--- config.mk ---
export PLATFORM = sky130hd
export DESIGN_NAME = bfs_supervisor
export DESIGN_NICKNAME = d
export VERILOG_FILES = /design/src/core/bfs_pkg.sv /design/src/core/bfs_supervisor.sv /design/src/core/bfs_sync.sv
export VERILOG_INCLUDE_DIRS = /design/src /design/src/core
export SDC_FILE = /design/constraint.sdc
export NUM_CORES = 1
export LEC_CHECK = 0
export BUFFER_PORTS_ARGS = -buffer_cell sky130_fd_sc_hd__buf_2
export CORE_UTILIZATION = 43
export DETAILED_ROUTE_END_ITERATION = 8
export GPL_ROUTABILITY_DRIVEN = 0
export GPL_TIMING_DRIVEN = 0
export PLACE_DENSITY = 0.71
export SYNTH_ARGS = -nofsm -noshare
export SYNTH_HDL_FRONTEND = slang
export SYNTH_SLANG_ARGS = --single-unit
--- constraint.sdc ---
create_clock -name clk_sys -period 1.1 [get_ports clk_sys]
set_input_delay 0.22 -clock clk_sys [delete_from_list [all_inputs] [get_ports clk_sys]]
set_output_delay 0.22 -clock clk_sys [all_outputs]
set_load 0.005 [all_outputs]
--- src/core/bfs_cfg.svh ---
`ifndef BFS_CFG_SVH
`define BFS_CFG_SVH

// Fault word layout
`define BFS_NUM_CH      6
`define BFS_WORD_W      9
`define BFS_LOAD_LSB    0
`define BFS_UV_BIT      7
`define BFS_OV_BIT      8

// Analog thresholds behind the comparator inputs, in millivolts
`define BFS_UV_MV       4800
`define BFS_OV_MV       34000
`define BFS_INT_REF_MV  1250

// Synchroniser lanes: {ext_ref_select, cs_n, ov, uv}
`define BFS_SYNC_W      4
`define BFS_SYNC_RST    4'h4
`define BFS_SY_UV       0
`define BFS_SY_OV       1
`define BFS_SY_CS       2
`define BFS_SY_REF      3

// Reset values
`define BFS_FLAG_RST    1'h0
`define BFS_FLAG_N_RST  1'h1
`define BFS_CS_RST      1'h1
`define BFS_REF_RST     1'h0

`endif

--- src/core/bfs_pkg.sv ---
package bfs_pkg;

  typedef enum logic [1:0] {
    BFS_BAT_OK    = 2'b00,
    BFS_BAT_UNDER = 2'b01,
    BFS_BAT_OVER  = 2'b10
  } bfs_bat_e;

endpackage : bfs_pkg

--- src/core/bfs_supervisor.sv ---
// Contract
// Load reporting resumes once battery fault clears
// Flag releases on chip-select fall if faultless
// Under-battery blocks all six gate drives
// Gates return to commanded state automatically
// Bit 7 set while under-battery present
// Under-battery suppresses open and shorted reports
// Under-battery fault asserts the fault flag
// Vanished under-battery not captured at read
// Reference select picks internal or external
// Bit 8 set while over-battery present
// Over-battery forces all gate drives off
// Bits 0 to 5 carry per-channel load faults
// Battery comparators synchronised before use
`timescale 1ns/1ns
`default_nettype none
`include "bfs_cfg.svh"

module bfs_supervisor #(
  parameter int N_CH = `BFS_NUM_CH
) (
  // Clock and reset
  input  wire logic                  clk_sys,
  input  wire logic                  sys_rst,
  // Battery comparators, asynchronous
  input  wire logic                  uv_bat_in,
  input  wire logic                  ov_bat_in,
  // Pins from the controller side
  input  wire logic                  cs_n,
  input  wire logic                  ext_ref_select,
  // Channel logic on this clock
  input  wire logic [N_CH-1:0]       gate_cmd,
  input  wire logic [N_CH-1:0]       load_fault_in,
  input  wire logic                  other_fault_in,
  // Gate drives
  output var  logic [N_CH-1:0]       gate_drive_outputs,
  // Captured fault word
  output var  logic [`BFS_WORD_W-1:0] fault_word,
  // Reference mux select, high picks ext_ref_input
  output var  logic                  ref_select_ext,
  // Open-drain fault flag
  output var  logic                  fault_flag_n_o,
  output var  logic                  fault_flag_n_oe
);

  ////////////////////////////////////////////////////////////////////////////
  // Synchronisers
  logic [`BFS_SYNC_W-1:0] sync_s;
  logic                   uv_s;
  logic                   ov_s;
  logic                   cs_s;
  logic                   ref_s;

  bfs_sync #(
    .W       (`BFS_SYNC_W),
    .RST_VAL (`BFS_SYNC_RST)
  ) u_sync (
    .clk_sys  (clk_sys),
    .sys_rst  (sys_rst),
    .async_in ({ext_ref_select, cs_n, ov_bat_in, uv_bat_in}),
    .sync_out (sync_s)
  );

  assign uv_s  = sync_s[`BFS_SY_UV];
  assign ov_s  = sync_s[`BFS_SY_OV];
  assign cs_s  = sync_s[`BFS_SY_CS];
  assign ref_s = sync_s[`BFS_SY_REF];

  ////////////////////////////////////////////////////////////////////////////
  // State
  bfs_pkg::bfs_bat_e      bat_q,      bat_d;
  logic                   cs_prev_q,  cs_prev_d;
  logic [N_CH-1:0]        gate_q,     gate_d;
  logic [N_CH-1:0]        sticky_q,   sticky_d;
  logic [`BFS_WORD_W-1:0] word_q,     word_d;
  logic                   flag_q,     flag_d;
  logic                   flag_n_q,   flag_n_d;
  logic                   ref_q,      ref_d;

  logic                   cs_fall;
  logic                   bat_fault;
  logic                   fault_now;
  logic [N_CH-1:0]        load_cap;

  ////////////////////////////////////////////////////////////////////////////
  // Next-state logic
  always_comb begin
    // Over wins if both comparators ever read high together
    if (ov_s) begin
      bat_d = bfs_pkg::BFS_BAT_OVER;
    end else if (uv_s) begin
      bat_d = bfs_pkg::BFS_BAT_UNDER;
    end else begin
      bat_d = bfs_pkg::BFS_BAT_OK;
    end

    cs_prev_d = cs_s;
    cs_fall   = cs_prev_q & ~cs_s;
    bat_fault = (bat_q != bfs_pkg::BFS_BAT_OK);

    // Lockout, released without controller action
    case (bat_q)
      bfs_pkg::BFS_BAT_OK:    gate_d = gate_cmd;
      bfs_pkg::BFS_BAT_UNDER: gate_d = '0;
      bfs_pkg::BFS_BAT_OVER:  gate_d = '0;
      default:                gate_d = '0;
    endcase

    // Load faults are dropped while the battery is out of range
    load_cap = (sticky_q | load_fault_in) & ~{N_CH{bat_fault}};
    // Set wins over the read that clears it
    sticky_d = (sticky_q & ~{N_CH{cs_fall}}) |
               (load_fault_in & ~{N_CH{bat_fault}});

    // Capture at chip-select fall; battery bits are live, so a gone fault is not seen
    word_d = word_q;
    if (cs_fall) begin
      word_d                                      = '0;
      word_d[`BFS_LOAD_LSB +: N_CH]               = load_cap;
      word_d[`BFS_UV_BIT] = (bat_q == bfs_pkg::BFS_BAT_UNDER);
      word_d[`BFS_OV_BIT] = (bat_q == bfs_pkg::BFS_BAT_OVER);
    end

    // Flag holds until a chip-select fall finds nothing present
    // Only live faults hold the flag past a read; a load fault that has gone away does not
    fault_now = bat_fault | (|(load_fault_in & ~{N_CH{bat_fault}})) | other_fault_in;
    flag_d    = fault_now | (flag_q & ~cs_fall);
    flag_n_d  = ~flag_d;

    ref_d = ref_s;
  end

  ////////////////////////////////////////////////////////////////////////////
  // Registers
  always_ff @(posedge clk_sys or posedge sys_rst) begin
    if (sys_rst) begin
      bat_q     <= bfs_pkg::BFS_BAT_OK;
      cs_prev_q <= `BFS_CS_RST;
      gate_q    <= '0;
      sticky_q  <= '0;
      word_q    <= '0;
      flag_q    <= `BFS_FLAG_RST;
      flag_n_q  <= `BFS_FLAG_N_RST;
      ref_q     <= `BFS_REF_RST;
    end else begin
      bat_q     <= bat_d;
      cs_prev_q <= cs_prev_d;
      gate_q    <= gate_d;
      sticky_q  <= sticky_d;
      word_q    <= word_d;
      flag_q    <= flag_d;
      flag_n_q  <= flag_n_d;
      ref_q     <= ref_d;
    end
  end

  assign gate_drive_outputs = gate_q;
  assign fault_word         = word_q;
  assign ref_select_ext     = ref_q;
  // Pin driven low only while flagged, so several devices can share the wire
  assign fault_flag_n_o     = flag_n_q;
  assign fault_flag_n_oe    = flag_q;

  ////////////////////////////////////////////////////////////////////////////
  // Assertions
  property p_sync_uv;
    @(posedge clk_sys) disable iff (sys_rst)
    $rose(uv_bat_in) |-> ##2 uv_s;
  endproperty
  a_sync_uv: assert property (p_sync_uv) else $error("uv not synchronised in 2");

  property p_uv_lock;
    @(posedge clk_sys) disable iff (sys_rst)
    uv_s && !ov_s |-> ##2 (gate_drive_outputs == '0);
  endproperty
  a_uv_lock: assert property (p_uv_lock) else $error("gates on in under-battery");

  property p_ov_lock;
    @(posedge clk_sys) disable iff (sys_rst)
    ov_s |-> ##2 (gate_drive_outputs == '0);
  endproperty
  a_ov_lock: assert property (p_ov_lock) else $error("gates on in over-battery");

  property p_resume;
    @(posedge clk_sys) disable iff (sys_rst)
    !uv_s && !ov_s ##1 bat_q == bfs_pkg::BFS_BAT_OK |=>
      gate_drive_outputs == $past(gate_cmd);
  endproperty
  a_resume: assert property (p_resume) else $error("gates not following command");

  property p_uv_bit;
    @(posedge clk_sys) disable iff (sys_rst)
    cs_fall && bat_q == bfs_pkg::BFS_BAT_UNDER |=> fault_word[`BFS_UV_BIT];
  endproperty
  a_uv_bit: assert property (p_uv_bit) else $error("under-battery bit missing");

  property p_uv_gone;
    @(posedge clk_sys) disable iff (sys_rst)
    cs_fall && bat_q != bfs_pkg::BFS_BAT_UNDER |=> !fault_word[`BFS_UV_BIT];
  endproperty
  a_uv_gone: assert property (p_uv_gone) else $error("stale under-battery bit");

  property p_ov_bit;
    @(posedge clk_sys) disable iff (sys_rst)
    cs_fall |=> fault_word[`BFS_OV_BIT] == $past(bat_q == bfs_pkg::BFS_BAT_OVER);
  endproperty
  a_ov_bit: assert property (p_ov_bit) else $error("over-battery bit wrong");

  property p_suppress;
    @(posedge clk_sys) disable iff (sys_rst)
    cs_fall && bat_fault |=> fault_word[`BFS_LOAD_LSB +: N_CH] == '0;
  endproperty
  a_suppress: assert property (p_suppress) else $error("load fault during battery fault");

  property p_load_report;
    @(posedge clk_sys) disable iff (sys_rst)
    cs_fall && !bat_fault |=>
      fault_word[`BFS_LOAD_LSB +: N_CH] == $past(sticky_q | load_fault_in);
  endproperty
  a_load_report: assert property (p_load_report) else $error("load faults not reported");

  property p_flag_set;
    @(posedge clk_sys) disable iff (sys_rst)
    bat_fault |=> fault_flag_n_oe && !fault_flag_n_o;
  endproperty
  a_flag_set: assert property (p_flag_set) else $error("flag not asserted");

  property p_flag_clear;
    @(posedge clk_sys) disable iff (sys_rst)
    flag_q && cs_fall && !fault_now |=> !fault_flag_n_oe && fault_flag_n_o;
  endproperty
  a_flag_clear: assert property (p_flag_clear) else $error("flag not released");

  property p_flag_hold;
    @(posedge clk_sys) disable iff (sys_rst)
    flag_q && !cs_fall |=> flag_q;
  endproperty
  a_flag_hold: assert property (p_flag_hold) else $error("flag dropped without read");

  c_uv_episode: cover property (@(posedge clk_sys) disable iff (sys_rst)
    bat_q == bfs_pkg::BFS_BAT_UNDER ##[1:20] bat_q == bfs_pkg::BFS_BAT_OK);
  c_flag_release: cover property (@(posedge clk_sys) disable iff (sys_rst)
    flag_q ##1 cs_fall ##1 !flag_q);
  c_load_read: cover property (@(posedge clk_sys) disable iff (sys_rst)
    cs_fall && (|load_cap));

endmodule : bfs_supervisor

`default_nettype wire

--- src/core/bfs_sync.sv ---
`timescale 1ns/1ns
`default_nettype none

module bfs_sync #(
  parameter int             W       = 1,
  parameter logic [W-1:0]   RST_VAL = '0
) (
  // Clock and reset
  input  wire logic         clk_sys,
  input  wire logic         sys_rst,
  // Lanes
  input  wire logic [W-1:0] async_in,
  output var  logic [W-1:0] sync_out
);

  ////////////////////////////////////////////////////////////////////////////
  // Two flops per lane; the first is read only by the second
  genvar i;
  generate
    for (i = 0; i < W; i++) begin : g_lane
      logic meta_q;
      always_ff @(posedge clk_sys or posedge sys_rst) begin
        if (sys_rst) begin
          meta_q      <= RST_VAL[i];
          sync_out[i] <= RST_VAL[i];
        end else begin
          meta_q      <= async_in[i];
          sync_out[i] <= meta_q;
        end
      end
    end
  endgenerate

endmodule : bfs_sync

`default_nettype wire

Word level (Yosys, flattened, before mapping):

Cells that the tools add are included.

* reduce and logical (&&, ||, !) cells: 3
* mux-type cells: 3
* bitwise logic cells: 15
* equal/unequal tests: 2

Operators with widths (number)
* 6-bit AND: 3
* 6-bit inverter: 2
* 6-bit bitwise OR: 2
* 6-bit 2-to-1 mux: 1
* 6-bit OR reduction: 1
* 1-bit inverter: 3
* 1-bit bitwise OR: 3
* 1-bit AND: 2
* 2-bit by 1-bit == test with 1-bit output (second input constant): 1
* 2-bit == test (second input constant): 1
* 2-bit logical NOT: 1
* 2-bit 2-to-1 mux: 1
* 2-bit nonzero test: 1
* 1-bit 2-to-1 mux: 1

* input port bits: 19
* output and inout port bits: 18
* register bits: 34
* word-level logic and storage cells: 39

Logic depth before layout (Yosys ltp):

* depth in word-level cells: 8
* mapped depth: 4
* gate-level depth less buffers: 3

By module:

A second synthesis with hierarchy kept.

* cells, all modules: 86
* area, all modules: 1167.4 um^2

By module, submodules not included
* bfs_supervisor: seq. area each 653.1 um^2, area each 960.9 um^2, times used 1, cells an instance 77
* bfs_sync: seq. area each 202.7 um^2, area each 206.4 um^2, times used 1, cells an instance 9

Worst setup path after synthesis:

No wires, ideal clock.

* path kind: register to register
* from: register cs_prev_q
* to: register flag_n_q, in the netlist fault_flag_n_o
* required time: 1.037 ns
* path slack: -0.107 ns
* path buffers: 0
* stages on the path, launching flop included: 4
* arrival: 1.143 ns
* library setup time: 0.063 ns
* period minus slack after synthesis: 1.207 ns
* path through: dfstp_2 nand2b_4 a2111oi_4 and4_1

* longest elaborated chain between the ends: 5

Ends and longest elaborated chain
* start, declared: RTL line bfs_supervisor.sv:72 `logic cs_prev_q, cs_prev_d;`
* start signal, assigned: RTL line bfs_supervisor.sv:138 `` cs_prev_q <= `BFS_CS_RST; ``
* start signal, assigned: RTL line bfs_supervisor.sv:147 `cs_prev_q <= cs_prev_d;`
* 1-bit AND: RTL line bfs_supervisor.sv:98 `cs_fall = cs_prev_q & ~cs_s;`
* 1-bit inverter: RTL line bfs_supervisor.sv:127 `flag_d = fault_now | (flag_q & ~cs_fall);`
* 1-bit AND: RTL line bfs_supervisor.sv:127
* 1-bit bitwise OR: RTL line bfs_supervisor.sv:127
* 1-bit inverter: RTL line bfs_supervisor.sv:128 `flag_n_d = ~flag_d;`
* via flag_n_d: RTL line bfs_supervisor.sv:77 `logic flag_n_q, flag_n_d;`
* end signal, assigned: RTL line bfs_supervisor.sv:143 `` flag_n_q <= `BFS_FLAG_N_RST; ``
* end signal, assigned: RTL line bfs_supervisor.sv:152 `flag_n_q <= flag_n_d;`
* end, declared: RTL line bfs_supervisor.sv:77

The timed path passes the listed nets, and every way through them passes these cells.
A chain may end at the register's enable or synchronous reset.

Final worst setup path:

Same ends and word-level chain as after synthesis.

==> reports/metrics.yaml <==
yosys:
  yosys.area.top_type: "dfrtp_1"
  syn_avg_cell_area_um2: 13.69
  yosys_register_bits: 34
  ys_top_cells_by_count: "dfrtp_1 (30), o21ai_0 (12), nand2_1 (8)"
  synth-edff-count: 0
  yosysSeqAreaShare_pct: 73.55
  synth_top_cell_area_share_pct: 64.52
  ys_types: 19
  synth_area_um2: 1164
  ys_warn_count: 0
  synth.net_count: 104
  synthTopCellsByArea: "dfrtp_1 (65%), dfstp_2 (9.0%), o21ai_0 (5.2%)"
  yosysMostFrequentCell: "dfrtp_1"
  async_reset_ff_share_pct: 100.0
  syn_inst: 85
  synth_ff_type: "dfrtp_1"
sta:
  hold_viol_final: 0
  period_share_pct: 114.3
  max_freq_ghz: 0.7955
  slew_headroom_pct: 58.76
  period_needed_ns: 1.257
  rsz0062_at_grt: "true"
  report.final.slew_viol_count: 0
  setup_viol: 15
  tightestPinTransition_ns: 0.6149
  fin_ws_ns: -0.1571
  skew_ns: 0.002591
worst_setup_path:
  rr_endpoint: "fault_flag_n_o"
  rr_worst_depth: 3
  cp_slowest_cell: "dfstp_2"
  max_stage_delay_ns: 0.55
  crit_chain: "nand2b_4 > a2111oi_4 > and4_1"
  cp_num_buf_inv: 0
  arrival_ns: 1.52
  start_kind: "flip-flop"
  path_max_fanout: 2
  r2r_start: "cs_prev_q"
  regToRegSetupSlack_ns: -0.16
  crit_family: "flip-flops"
  critPathCaptureType: "flip-flop"
  critical_path_required_ns: 1.36
  path_class: "reg -> reg"
floorplan:
  die_area_um2: 2918
  initial_utilization_pct: 46.13
  core-area_um2: 2522
  num_io_pins: 37
  die_w_um: 54.02
  die-height_um: 54.02
  rows: 18
min_path:
  hp-start: "gate_cmd[2]"
  min_path_type: "in -> reg"
  min_path_cells: 2
  min_to: "gate_drive_outputs[2]"
finish:
  layout.nets: 158
  layout-drive-gt1-share_pct: 53.57
  insertedDiodeCount: 0
  fillCellCount: 198
  area_growth_pct: 45.59
route:
  drt_iter0_markers: 3
  postRouteAntennaNets: 0
  dr.pass1.iters: 4
  num_vias: 817
  drt-total-wl_mm: 2.164
  detail_route.vias_per_cell: 4.806
  drc_errors: 0
  wl_per_cell_um: 12.73
pwr:
  power_density_nw_per_um2: 1456
  peakVddDrop_mv: 1.111
  p_leak_nw: 0.8319
  power_w: 0.002467
clocking:
  clock_path_buffers: 2
  clk_latency_ns: 0.32
  clk_pin_slew_worst_paths_ns: 0.10
  ctsHtreeMaxLevel: 2
  numClockSinks: 34
  clock-root-buffer: "clkbuf_4"
  numCtsBuffers: 5
  cts_tree: "built"
flow_run:
  drv_cap: 0
run_status:
  status: "complete, but fails checks"
  violations: "negative setup slack"
global_routing:
  grt_pass1_vias: 801
  antenna_found_initial: 0
  grt_pass1_wl_mm: 3.408
  gr-total-overflow: 0
  grt_start_max_net_pins: 35
  grt_util_all_layers_pct: 17.53
place:
  place_ws_ns: -0.2603
  dp_hpwl_mm: 1.405
  portBuffers: 35
-- cells by family (layout without fill, tap and decap cells) --
logic type | count (synthesis) | after routing | synth area share [%]
buf+inv | 6 | 61 | 2.365
compound gates | 21 | 21 | 12.90
simple gates | 23 | 23 | 10.86
flops | 34 | 34 | 73.55
other cells | 1 | 1 | 0.3223
-- layout by cell type (no fill, tap or decap) --
| cell type | synthesis | routed |
|---|---|---|
| buf_2 | 1 | 34 |
| dfrtp_1 | 30 | 30 |
| o21ai_2 | 0 | 6 |
| and2_1 | 6 | 6 |
| a22o_1 | 6 | 6 |
| buf_4 | 1 | 5 |
| o21ai_0 | 12 | 5 |
| clkbuf_4 | 0 | 5 |
| dlygate4sd3_1 | 0 | 5 |
| nand2_4 | 0 | 4 |
| nand2_2 | 0 | 4 |
| dfstp_2 | 4 | 4 |
| buf_8 | 0 | 3 |
| o21ai_1 | 2 | 3 |
| nand2b_1 | 2 | 2 |
| nor2_1 | 3 | 2 |
| nand2b_4 | 1 | 1 |
| clkbuf_16 | 0 | 1 |
| nor2_2 | 0 | 1 |
| clkbuf_2 | 0 | 1 |
| a2111oi_4 | 1 | 1 |
| nand4_1 | 1 | 1 |
| and4_1 | 1 | 1 |
| clkinv_1 | 0 | 1 |
| nor2b_1 | 1 | 1 |
| conb_1 | 1 | 1 |
| clkbuf_1 | 3 | 1 |
| clkbuf_8 | 0 | 1 |
| clkinv_2 | 0 | 1 |
| buf_16 | 0 | 1 |
| buf_6 | 0 | 1 |
| buf_12 | 0 | 1 |
-- state kept, by name, summed over array words and instances (netlist names) --
register              flops
sticky_q                  6
bat_q                     2
fault_flag_n_o            1
gate_drive_outputs        6
fault_word                8
cs_prev_q                 1
ref_select_ext            1
fault_flag_n_oe           1
u_sync.g_lane.meta_q      4
u_sync.sync_out           4
-- worst max path at each step --
| stage | from | end | slack [ns] | depth (start not counted) |
|---|---|---|---|---|
| after floorplan | cs_prev_q | fault_flag_n_o | -0.05 | 3 |
| after global placement | sys_rst | fault_word[4] | -0.20 | 2 |
| after detailed placement | sys_rst | fault_word[3] | -0.26 | 2 |
| after CTS | cs_prev_q | fault_flag_n_o | -0.17 | 3 |
| after global routing | cs_prev_q | fault_flag_n_oe | -0.20 | 3 |
| final | cs_prev_q | fault_flag_n_o | -0.16 | 3 |
-- stage by stage --
step	instance area (µm²)	util [%]	cells	hold WS (ns)	TNS, ns
2_1_floorplan	1165	-	85	0.2245	-0.3644
3_3_place_gp	1378	54.61	150	0.3246	-7.715
3_5_place_dp	1378	54.61	150	0.3261	-10.22
4_1_cts	1562	61.90	165	0.09107	-1.034
5_1_grt	1694	67.16	170	0.07951	-1.574
6_report	1694	67.16	170	0.09528	-0.8873
-- layer usage --
layer	up-vias	routed length [µm]	global-route usage, %
met5	-	0	0
met4	0	21	7.692
met3	3	165	6.780
met2	30	1120	29.63
met1	390	856	19.52
li1	394	-	-
-- final cells by class --
class / count / area (µm²) / area share, %
clock buffers: 7 / 55.05 / 3.250
flip-flops and latches: 34 / 855.8 / 50.52
plain buffers: 5 / 60.06 / 3.545
clock inverters: 1 / 5.005 / 0.2954
repair buffers: 47 / 331.6 / 19.57
inverters: 1 / 3.754 / 0.2216
well taps: 30 / 37.54 / 2.216
multi-input cells: 45 / 345.3 / 20.38
-- what timing repair did --
item | 4_1_cts | 5_1_grt
gates cloned | 2 | 0
setup endpoints to repair | 22 | 23
pin swaps | 9 | 7
hold endpoints to repair | 4 | 14
buffers inserted | 1 | 3
gates resized for setup | 16 | 24
hold buffers | 4 | 1
-- report_power, final --
part | total, W | switching (W) | internal, W | leakage (nW)
Sequential | 0.00141 | 0.0000523 | 0.00135 | 0.409
Combinational | 0.000365 | 0.000159 | 0.000206 | 0.387
Clock | 0.000697 | 0.000388 | 0.000310 | 0.0353
(Power assumes the default switching activity.)
